===== config.mk =====
export PLATFORM = sky130hd
export DESIGN_NAME = afc_host
export DESIGN_NICKNAME = d
export VERILOG_FILES = /design/src/afc_pkg.sv /design/src/afc_host.sv /design/src/afc_sync.sv
export SDC_FILE = /design/constraint.sdc
export NUM_CORES = 1
export LEC_CHECK = 0
export ABC_AREA = 1
export BUFFER_PORTS_ARGS = -buffer_cell sky130_fd_sc_hd__buf_2
export CAP_MARGIN = 25
export CORE_ASPECT_RATIO = 1.75
export CORE_MARGIN = 10
export CORE_UTILIZATION = 44
export DETAILED_ROUTE_END_ITERATION = 6
export GPL_TIMING_DRIVEN = 0
export PLACE_DENSITY = 0.79
export SKIP_CTS_REPAIR_TIMING = 1
export SLEW_MARGIN = 10
export SYNTH_ARGS = -nofsm -noshare
export SYNTH_HDL_FRONTEND = slang
export SYNTH_SLANG_ARGS = --single-unit

===== constraint.sdc =====
create_clock -name clk_sys -period 1.7 [get_ports clk_sys]
set_input_delay 0.34 -clock clk_sys [delete_from_list [all_inputs] [get_ports clk_sys]]
set_output_delay 0.34 -clock clk_sys [all_outputs]
set_load 0.01 [all_outputs]

===== src/afc_pkg.sv =====
package afc_pkg;

  // ==========================================================
  // register map of the controller (Avalon-MM word addresses)
  localparam logic [3:0] REG_CTRL = 4'h0;
  localparam logic [3:0] REG_WDATA = 4'h1;
  localparam logic [3:0] REG_RDATA = 4'h2;
  localparam logic [3:0] REG_STATUS = 4'h3;
  localparam logic [3:0] REG_CMD = 4'h4;

  // ==========================================================
  // field positions
  localparam int CTRL_CHAIN_IN = 0;
  localparam int CTRL_LEAD = 1;
  localparam int CMD_PUSH = 0;
  localparam int CMD_POP = 1;
  localparam int CMD_RESET = 2;
  localparam int CMD_REPLAY = 3;
  localparam int ST_BUSY = 0;
  localparam int ST_EMPTY = 1;
  localparam int ST_FULL = 2;
  localparam int ST_HALF = 3;
  localparam int ST_RDVALID = 4;
  localparam int ST_REFUSED = 5;

  localparam int DATA_W = 9;
  localparam logic [1:0] CTRL_RESET = 2'h0;

  // ==========================================================
  // pin timing
  localparam int CLK_PS = 4000;
  localparam int STROBE_LOW_NS = 30;
  localparam int STROBE_HIGH_NS = 20;
  localparam int RESET_LOW_NS = 40;
  localparam int ACCESS_NS = 40;
  localparam logic [3:0] STROBE_LOW_CYC = 4'((STROBE_LOW_NS * 1000 + CLK_PS - 1) / CLK_PS);
  localparam logic [3:0] STROBE_HIGH_CYC = 4'((STROBE_HIGH_NS * 1000 + CLK_PS - 1) / CLK_PS);
  localparam logic [3:0] RESET_LOW_CYC = 4'((RESET_LOW_NS * 1000 + CLK_PS - 1) / CLK_PS);
  localparam logic [3:0] ACCESS_CYC = 4'((ACCESS_NS * 1000 + CLK_PS - 1) / CLK_PS);

  typedef enum logic [2:0] {
    SEQ_IDLE,
    SEQ_LOW,
    SEQ_RECOVER
  } afc_seq_e;

  typedef enum logic [1:0] {
    OP_PUSH,
    OP_POP,
    OP_RESET,
    OP_REPLAY
  } afc_op_e;

  // strobes, levels and ingress data toward the device
  typedef struct packed {
    logic pushStrobeN;
    logic popStrobeN;
    logic masterResetN;
    logic leadOrReplayN;
    logic chainInN;
    logic [DATA_W-1:0] ingressBus;
    logic ingressOe;
  } afc_pins_s;

  // flags from the device
  typedef struct packed {
    logic emptyFlagN;
    logic fullFlagN;
    logic halfLevelFlagN;
  } afc_flags_s;

endpackage


===== src/afc_host.sv =====
`timescale 1ns/1ps
`default_nettype none
module afc_host (
  // clock and reset
  input wire logic clk_sys,
  input wire logic nrst,
  // avalon-mm slave
  input wire logic [3:0] avsAddress,
  input wire logic avsRead,
  input wire logic avsWrite,
  input wire logic [31:0] avsWriteData,
  output logic [31:0] avsReadData,
  output logic avsWaitRequest,
  // device pins
  output var afc_pkg::afc_pins_s devPins,
  input wire logic [afc_pkg::DATA_W-1:0] egressBus,
  input wire afc_pkg::afc_flags_s devFlags
);

  // ==========================================================
  // state
  typedef struct packed {
    afc_pkg::afc_seq_e seq;
    afc_pkg::afc_op_e op;
    logic [3:0] cnt;
    logic [1:0] ctrl;
    logic [afc_pkg::DATA_W-1:0] wdata;
    logic [afc_pkg::DATA_W-1:0] rdata;
    logic rdValid;
    logic refused;
    logic answer;
    logic [31:0] rdOut;
    afc_pkg::afc_pins_s pins;
  } afc_host_s;

  afc_host_s st;
  afc_host_s next_st;
  logic [2:0] flagsSync;
  logic emptyN;
  logic fullN;
  logic halfN;
  logic busCycle;
  logic [3:0] cmdBits;
  logic leadIdleN;

  afc_sync #(
    .W(3)
  ) u_sync (
    .clk_sys(clk_sys),
    .nrst(nrst),
    .pinIn({devFlags.emptyFlagN, devFlags.fullFlagN, devFlags.halfLevelFlagN}),
    .pinOut(flagsSync)
  );

  assign emptyN = flagsSync[2];
  assign fullN = flagsSync[1];
  assign halfN = flagsSync[0];
  assign busCycle = (avsRead || avsWrite) && !st.answer;
  assign cmdBits = avsWriteData[3:0];
  // in single mode the pin is the replay input, so it must idle high there
  assign leadIdleN = st.ctrl[afc_pkg::CTRL_CHAIN_IN] ? st.ctrl[afc_pkg::CTRL_LEAD] : 1'b1;

  // ==========================================================
  // next state
  always_comb begin
    next_st = st;
    next_st.answer = 1'b0;
    next_st.pins.chainInN = st.ctrl[afc_pkg::CTRL_CHAIN_IN];
    // a replay pulse is held for its full width, not only its first cycle
    if (st.seq != afc_pkg::SEQ_LOW) begin
      next_st.pins.leadOrReplayN = leadIdleN;
    end
    unique case (st.seq)
      afc_pkg::SEQ_IDLE: begin
        if (busCycle && avsWrite) begin
          unique case (avsAddress)
            afc_pkg::REG_CTRL: begin
              next_st.ctrl = avsWriteData[1:0];
              next_st.answer = 1'b1;
            end
            afc_pkg::REG_WDATA: begin
              next_st.wdata = avsWriteData[afc_pkg::DATA_W-1:0];
              next_st.answer = 1'b1;
            end
            afc_pkg::REG_CMD: begin
              next_st.answer = 1'b1;
              next_st.cnt = afc_pkg::STROBE_LOW_CYC;
              if (cmdBits[afc_pkg::CMD_RESET]) begin
                // both strobes stay high around the reset edge
                next_st.op = afc_pkg::OP_RESET;
                next_st.seq = afc_pkg::SEQ_LOW;
                next_st.pins.masterResetN = 1'b0;
                next_st.cnt = afc_pkg::RESET_LOW_CYC;
                next_st.rdValid = 1'b0;
              end else if (cmdBits[afc_pkg::CMD_REPLAY]) begin
                next_st.op = afc_pkg::OP_REPLAY;
                next_st.seq = afc_pkg::SEQ_LOW;
                next_st.pins.leadOrReplayN = 1'b0;
              end else if (cmdBits[afc_pkg::CMD_PUSH]) begin
                if (fullN) begin
                  next_st.op = afc_pkg::OP_PUSH;
                  next_st.seq = afc_pkg::SEQ_LOW;
                  next_st.pins.pushStrobeN = 1'b0;
                  next_st.pins.ingressBus = st.wdata;
                  next_st.pins.ingressOe = 1'b1;
                end else begin
                  next_st.refused = 1'b1;
                end
              end else if (cmdBits[afc_pkg::CMD_POP]) begin
                if (emptyN) begin
                  next_st.op = afc_pkg::OP_POP;
                  next_st.seq = afc_pkg::SEQ_LOW;
                  next_st.pins.popStrobeN = 1'b0;
                  next_st.cnt = afc_pkg::ACCESS_CYC;
                end else begin
                  next_st.refused = 1'b1;
                end
              end
            end
            default: begin
              next_st.answer = 1'b1;
            end
          endcase
        end else if (busCycle && avsRead) begin
          next_st.answer = 1'b1;
          unique case (avsAddress)
            afc_pkg::REG_CTRL: next_st.rdOut = {30'h0, st.ctrl};
            afc_pkg::REG_WDATA: next_st.rdOut = {23'h0, st.wdata};
            afc_pkg::REG_RDATA: begin
              next_st.rdOut = {23'h0, st.rdata};
              next_st.rdValid = 1'b0;
            end
            afc_pkg::REG_STATUS: begin
              next_st.rdOut = {26'h0, st.refused, st.rdValid, !halfN, !fullN, !emptyN, 1'b0};
              next_st.refused = 1'b0;
            end
            default: next_st.rdOut = 32'h0;
          endcase
        end
      end
      afc_pkg::SEQ_LOW: begin
        if (st.cnt > 4'h1) begin
          next_st.cnt = st.cnt - 4'h1;
        end else begin
          // pop data is sampled while the strobe is still low
          if (st.op == afc_pkg::OP_POP) begin
            next_st.rdata = egressBus;
            next_st.rdValid = 1'b1;
          end
          // rising edge of push stores the word
          next_st.pins.pushStrobeN = 1'b1;
          next_st.pins.popStrobeN = 1'b1;
          next_st.pins.masterResetN = 1'b1;
          next_st.pins.leadOrReplayN = leadIdleN;
          next_st.seq = afc_pkg::SEQ_RECOVER;
          next_st.cnt = afc_pkg::STROBE_HIGH_CYC;
        end
      end
      afc_pkg::SEQ_RECOVER: begin
        // data held past the rising push edge for hold time
        if (st.cnt > 4'h1) begin
          next_st.cnt = st.cnt - 4'h1;
        end else begin
          next_st.pins.ingressOe = 1'b0;
          next_st.seq = afc_pkg::SEQ_IDLE;
        end
      end
      default: next_st.seq = afc_pkg::SEQ_IDLE;
    endcase
  end

  always_ff @(posedge clk_sys or negedge nrst) begin
    if (!nrst) begin
      st <= '0;
      st.seq <= afc_pkg::SEQ_IDLE;
      st.op <= afc_pkg::OP_PUSH;
      st.ctrl <= afc_pkg::CTRL_RESET;
      st.pins <= '1;
      st.pins.chainInN <= 1'b0;
      st.pins.leadOrReplayN <= 1'b1;
      st.pins.ingressBus <= '0;
      st.pins.ingressOe <= 1'b0;
    end else begin
      st <= next_st;
    end
  end

  // ==========================================================
  // outputs; new commands stall while a strobe sequence runs
  assign devPins = st.pins;
  assign avsReadData = st.rdOut;
  assign avsWaitRequest = (avsRead || avsWrite) && !st.answer;
endmodule
`default_nettype wire


===== src/afc_sync.sv =====
`timescale 1ns/1ps
`default_nettype none
// ==========================================================
// three-stage input synchroniser with agreement filter
module afc_sync #(
  parameter int W = 3
) (
  // clock and reset
  input wire logic clk_sys,
  input wire logic nrst,
  // pins
  input wire logic [W-1:0] pinIn,
  output logic [W-1:0] pinOut
);

  typedef struct packed {
    logic [W-1:0] s1;
    logic [W-1:0] s2;
    logic [W-1:0] s3;
    logic [W-1:0] held;
  } afc_sync_s;

  afc_sync_s st;
  afc_sync_s next_st;

  always_comb begin
    next_st = st;
    next_st.s1 = pinIn;
    next_st.s2 = st.s1;
    next_st.s3 = st.s2;
    for (int i = 0; i < W; i++) begin
      // a change counts only once stages two and three agree
      if (st.s2[i] == st.s3[i]) begin
        next_st.held[i] = st.s3[i];
      end
    end
  end

  // flags idle high (deasserted) from reset
  always_ff @(posedge clk_sys or negedge nrst) begin
    if (!nrst) begin
      st <= '1;
    end else begin
      st <= next_st;
    end
  end

  assign pinOut = st.held;

endmodule
`default_nettype wire


==> impl_metrics.yaml, run 1 <==
outcome:
  status: "complete, no violations"
synthesis:
  yosysTopAreaCell: "dfrtp_1"
  synth_cells: 462
  synthDistinctLibCells: 32
  avgSynthCellArea_sq_um: 7.819
  async_reset_ff_frac: 1.000
  yosys-top-cells-area: "dfrtp_1 (35%), nand2_1 (15%), dfstp_2 (12%)"
  syn_area_sq_mm: 0.003612
  synth-seq-cells: 67
  synth-main-ff-cell: "dfrtp_1"
  ys_seq_area_frac: 0.4697
  yosys_warnings: 0
  synth_commonest_cells: "nand2_1 (146), inv_1 (52), dfrtp_1 (51), buf_4 (48), nor2_1 (41)"
  synth_top_area_share: 0.3533
  synthMostInstantiatedCell: "nand2_1"
  synth_edf_count: 0
place:
  port-buffer-count: 53
  pre_cts_slack_ps: -274.4
  gp_congestion: 0.9176
  dp_hpwl_mm: 6.933
  placed_area_sq_mm: 0.004078
  dp.cells: 627
cts:
  htreeDepth: 3
  cts_tree: "yes"
  clk_pin_slew_ps: 50
  clock-sinks: 67
  clockBufferDepth: 2
  cts_buffers: 9
  cts_root_buf: "clkbuf_16"
  clock_latency_ps: 340
critical_path:
  critPathKind: "reg2reg"
  path_cells: "inv_1 -> ha_2 -> inv_1 -> nand2_1 -> nand2_2 -> or2_4 -> buf_4 -> nand2_1 -> o21ai_0"
  required_ps: 1920
  cp.depth: 9
  crit_family: "simple AND/OR/NAND/NOR gates"
  crit_path_start_kind: "flip-flop"
  critPathMaxFanout: 10
  max_stage_delay_ps: 390
  worstPathArrival_ps: 1800
  rr_worst_depth: 9
  reg2reg_slack_ps: 120
  crit_path_end_kind: "flip-flop"
  slowest_stage: "dfrtp_1"
  path_buf_inv: 3
layout:
  finalNetCount: 612
  n_fill_cell: 761
  layout-drive-gt1-share: 0.3029
  seq_area_sq_mm: 0.001698
  fin_cells: 648
  insertedDiodeCount: 0
  multi_input_area_sq_mm: 0.001476
  final_area_sq_mm: 0.004493
  fin_util: 0.5643
  area.growth.synth_to_final_pct: 24.39
timing:
  setup_ws_ps: 118.3
  slew_viol_final: 0
  clock.fmax_mhz: 632.2
  grt_setup_unrepaired: "false"
  worst_pin_slew_ps: 825.9
  fin_skew_ps: 5.402
  setup_viol: 0
  post-route-period-util: 0.9304
  period_minus_slack_ps: 1582
  report.final.hold_viol_count: 0
  relSlewSlack: 0.4494
pwr:
  vdd_ir_drop_max_mv: 0.6892
  comb_power_share: 0.159
  cell_internal_pwr_uw: 3256
  finalPower_uw: 4435
  power_frac_clock: 0.413
  sw_frac_of_total: 0.2658
  leakagePower_uw: 0.002528
  pwr-share-seq: 0.428
  powerDensity_mw_per_mm2: 987.1
  p_switching_uw: 1179
detailed_routing:
  dr.pass1.iters: 4
  routedWlPerCell_um: 13.59
  drc: 0
  drt-initial-drc-count: 170
  wl_mm: 8.809
  viasPerCell: 4.719
  ant_nets: 0
  vias: 3058
floorplanning:
  io_pins: 100
  start_util: 0.4536
  rows: 43
  chipHeight_um: 139.9
  dieArea_sq_mm: 0.01238
  core_area_sq_mm: 0.007963
  die_w_um: 88.49
grt:
  grt.total_usage: 0.1518
  grt_overflow: 0
  grt_max_degree: 68
  grt_pass1_vias: 3153
  antenna_found_initial: 0
  grt_pass1_wl_mm: 14.57
hold_path:
  hold_path_class: "in2async"
flow_run:
  drv_cap: 0
## state kept, by name, indices dropped and copies added (netlist names)
| register | count |
|---|---|
| devPins | 15 |
| u_sync.pinOut | 3 |
| u_sync.next_st | 6 |
| st | 30 |
| u_sync.st | 3 |
| next_st | 1 |
| avsReadData | 9 |
## layout by cell type, fill, tap and decap left out, drive strengths merged
cell and n:
dfstp 16, clkinv 3, or2 1, o21bai 1, nand4 4, clkinvlp 1
bufinv 1, inv 53, a21oi 12, nand3b 1, dfrtp 51, buf 110
and2 1, maj3 3, clkbuf 13, nand3 21, ha 7, o211ai 2
nor2 45, nor3 3, nand2 148, conb 23, o21ai 33, o22ai 4
xor2 1
## layer usage
metal / global-route usage / routed length, um / vias up
li1: - / - / 1549
met1: 0.1406 / 3125 / 1394
met2: 0.2760 / 4716 / 83
met3: 0.05202 / 599 / 32
met4: 0.08127 / 367 / 0
met5: 0 / 0 / -
## logic make-up after synthesis
family                     after synthesis  share of synthesized area
AOI/OAI and AO/OA                       52                    0.07655
xor gates and xnor gates                 1                   0.002425
adders and majority gates               10                    0.03256
buffers and inverters                  107                     0.1645
DFF                                     67                     0.4697
other                                    1                   0.001038
and+or+nand+nor                        224                     0.2532
## final cells by class
| cell class | instances | share of cell area |
|---|---|---|
| plain buffers | 53 | 0.08828 |
| clock buffers | 11 | 0.05402 |
| clock inverters | 5 | 0.01170 |
| inverters | 53 | 0.04483 |
| multi-input cells | 310 | 0.3286 |
| flip-flops and latches | 67 | 0.3779 |
| well taps | 90 | 0.02506 |
| repair buffers | 59 | 0.06962 |
## per-stage QoR
step                      hold slack (ps)  TNS (ps)
final                               92.20         0
after global routing                86.78         0
after CTS                           82.75     -6387
after floorplan                     44.41         0
after detailed placement            346.8     -7067
after global placement              346.1     -6112
## worst reg2reg max path: stages, from the launching register on
cell     delay (ps)
dfrtp_1         390
inv_1            90
ha_2            190
inv_1            40
nand2_1          70
nand2_2          90
or2_4           290
buf_4           180
nand2_1          50
o21ai_0          70
## path summary, 6_finish.rpt
path / startpoint / endpoint
min: nrst / st[76]$_DFFE_PN0P_
max reg2reg: st[71]$_DFFE_PN0P_ / st[55]$_DFFE_PN0P_
min reg2reg: u_sync.next_st[8]$_DFF_PN1_ / u_sync.next_st[5]$_DFF_PN1_
max in group asynchronous: nrst / st[76]$_DFFE_PN0P_
min in group clk_sys: devFlags[2] / u_sync.next_st[8]$_DFF_PN1_
max: st[71]$_DFFE_PN0P_ / st[55]$_DFFE_PN0P_
## power by group through the flow
stage               Clock [uW]  Sequential (uW)  Combinational, uW
finish                    1830             1900                704
global route              1950             1920                799
CTS                       1880             1900                670
detailed placement           0             1930                664
global placement             0             1920                648
floorplan                    0             1890                453
No activity file was read; power rests on OpenSTA's default activity.
==> inputs of run 2 (changes only) <==
--- a/config.mk
+++ b/config.mk
@@ -11,6 +11,7 @@
 export CORE_ASPECT_RATIO = 1.75
 export CORE_MARGIN = 10
 export CORE_UTILIZATION = 44
+export CTS_BUF_LIST = sky130_fd_sc_hd__clkbuf_4
 export DETAILED_ROUTE_END_ITERATION = 6
 export GPL_TIMING_DRIVEN = 0
 export PLACE_DENSITY = 0.79
==> impl_metrics.yaml, run 2 (synthesis results as in run 1) <==
outcome:
  status: "complete, but fails checks"
  violations: "hold timing"
timing:
  worst_pin_slew_ps: 842.0
  fin_skew_ps: 17.94
  report.final.hold_viol_count: 7
  post-route-period-util: 0.9443
  whs_ps: -12.20
  setup_viol: 0
  relSlewSlack: 0.4387
  grt_setup_unrepaired: "false"
  clock.fmax_mhz: 622.9
  slew_viol_final: 0
  period_minus_slack_ps: 1605
  setup_ws_ps: 94.66
place:
  dp_hpwl_mm: 6.933
  pre_cts_slack_ps: -274.4
  placed_area_sq_mm: 0.004078
  port-buffer-count: 53
  gp_congestion: 0.9176
  dp.cells: 627
layout:
  layout_commonest_cell: "nand2_1"
  finalNetCount: 617
  layout-drive-gt1-share: 0.3073
  final_area_sq_mm: 0.004380
  fin_cells: 653
  area.growth.synth_to_final_pct: 21.27
  insertedDiodeCount: 0
  largest_reg_flops: 30
  largest-register: "st"
  final_cell_mix: "nand2_1 (142), buf_4 (58), buf_2 (53)"
cts:
  cts_buffers: 9
  cts_tree: "yes"
  cts_root_buf: "clkbuf_4"
  htreeDepth: 3
  clock_latency_ps: 440
  clk_pin_slew_ps: 110
  clockBufferDepth: 2
  clock-sinks: 67
detailed_routing:
  ant_nets: 0
  routedWlPerCell_um: 13.50
  wl_mm: 8.816
  viasPerCell: 4.746
  drt-initial-drc-count: 208
  vias: 3099
  dr.pass1.iters: 5
  drc: 0
pwr:
  leakagePower_uw: 0.002480
  powerDensity_mw_per_mm2: 828.6
  power_frac_clock: 0.282
  finalPower_uw: 3630
  vdd_ir_drop_max_mv: 0.4699
  sw_frac_of_total: 0.2992
  pwr-share-seq: 0.522
  p_switching_uw: 1086
  comb_power_share: 0.196
  cell_internal_pwr_uw: 2544
critical_path:
  worstPathArrival_ps: 1920
  crit_path_start_kind: "flip-flop"
  critPathKind: "reg2reg"
  crit_path_end_kind: "flip-flop"
  required_ps: 2010
  path_buf_inv: 3
  critPathMaxFanout: 10
  slowest_stage: "dfrtp_1"
  max_stage_delay_ps: 410
  crit_family: "simple AND/OR/NAND/NOR gates"
  path_cells: "inv_1 -> ha_2 -> inv_1 -> nand2_1 -> nand2_2 -> or2_4 -> buf_4 -> nand2_1 -> o21ai_0"
hold_path:
  hold_path_class: "in2async"
floorplanning:
  dieArea_sq_mm: 0.01238
  io_pins: 100
  start_util: 0.4536
  rows: 43
  core_area_sq_mm: 0.007963
  chipHeight_um: 139.9
  die_w_um: 88.49
grt:
  antenna_found_initial: 0
  grt_pass1_vias: 3080
  grt_pass1_wl_mm: 14.39
  grt_overflow: 0
  grt_max_degree: 68
  grt.total_usage: 0.1484
flow_run:
  drv_cap: 0
## run 2: changes by cell type in the layout (fill, tap and decap cells not counted), sizes merged
cell         before  now
dlygate4sd3       0    3
buf             110  112
clkbuf           13   12
clkinv            3    4
## run 2: final cells by class
class	count	area (sq um)
clock inverter	6	56.30
clock buffer	10	75.07
inverter	53	201.4
sequential	67	1698
multi-input combinational	310	1483
fill	776	3582
buffer	53	396.6
timing repair buffer	64	357.8
tap	90	112.6
## run 2: path summary, 6_finish.rpt
| path | startpoint | to | slack [ps] | depth (start not counted) |
|---|---|---|---|---|
| min | nrst | st[76]$_DFFE_PN0P_ | -10 | 1 |
| min reg2reg | u_sync.next_st[8]$_DFF_PN1_ | u_sync.next_st[5]$_DFF_PN1_ | 360 | 0 |
| max reg2reg | st[71]$_DFFE_PN0P_ | st[55]$_DFFE_PN0P_ | 90 | 9 |
| max | st[71]$_DFFE_PN0P_ | st[55]$_DFFE_PN0P_ | 90 | 9 |
| max in group asynchronous | nrst | devPins[2]$_DFFE_PN0P_ | 1150 | 1 |
| min in group clk_sys | avsWriteData[8] | st[67]$_DFFE_PN0P_ | 100 | 3 |
## run 2: routing by layer
metal	vias up	part of all wire	global-route usage
met2	88	0.54	0.2745
met4	0	0.033	0.06074
met5	-	0	0
met1	1425	0.36	0.1431
met3	26	0.072	0.04734
li1	1560	-	-
## run 2: power by group through the flow
stage / combinational (uW) / sequential (uW) / clock, uW
2_1_floorplan: 453 / 1890 / 0
3_3_place_gp: 648 / 1920 / 0
3_5_place_dp: 664 / 1930 / 0
4_1_cts: 668 / 1900 / 1050
5_1_grt: 806 / 1910 / 1130
6_report: 713 / 1890 / 1020
## run 2: stage by stage
step,setup TNS (ps),util
finish,0,0.5501
global placement,-6112,0.5118
floorplan,0,-
CTS,-6936,0.5286
detailed placement,-7067,0.5121
global route,0,0.5501
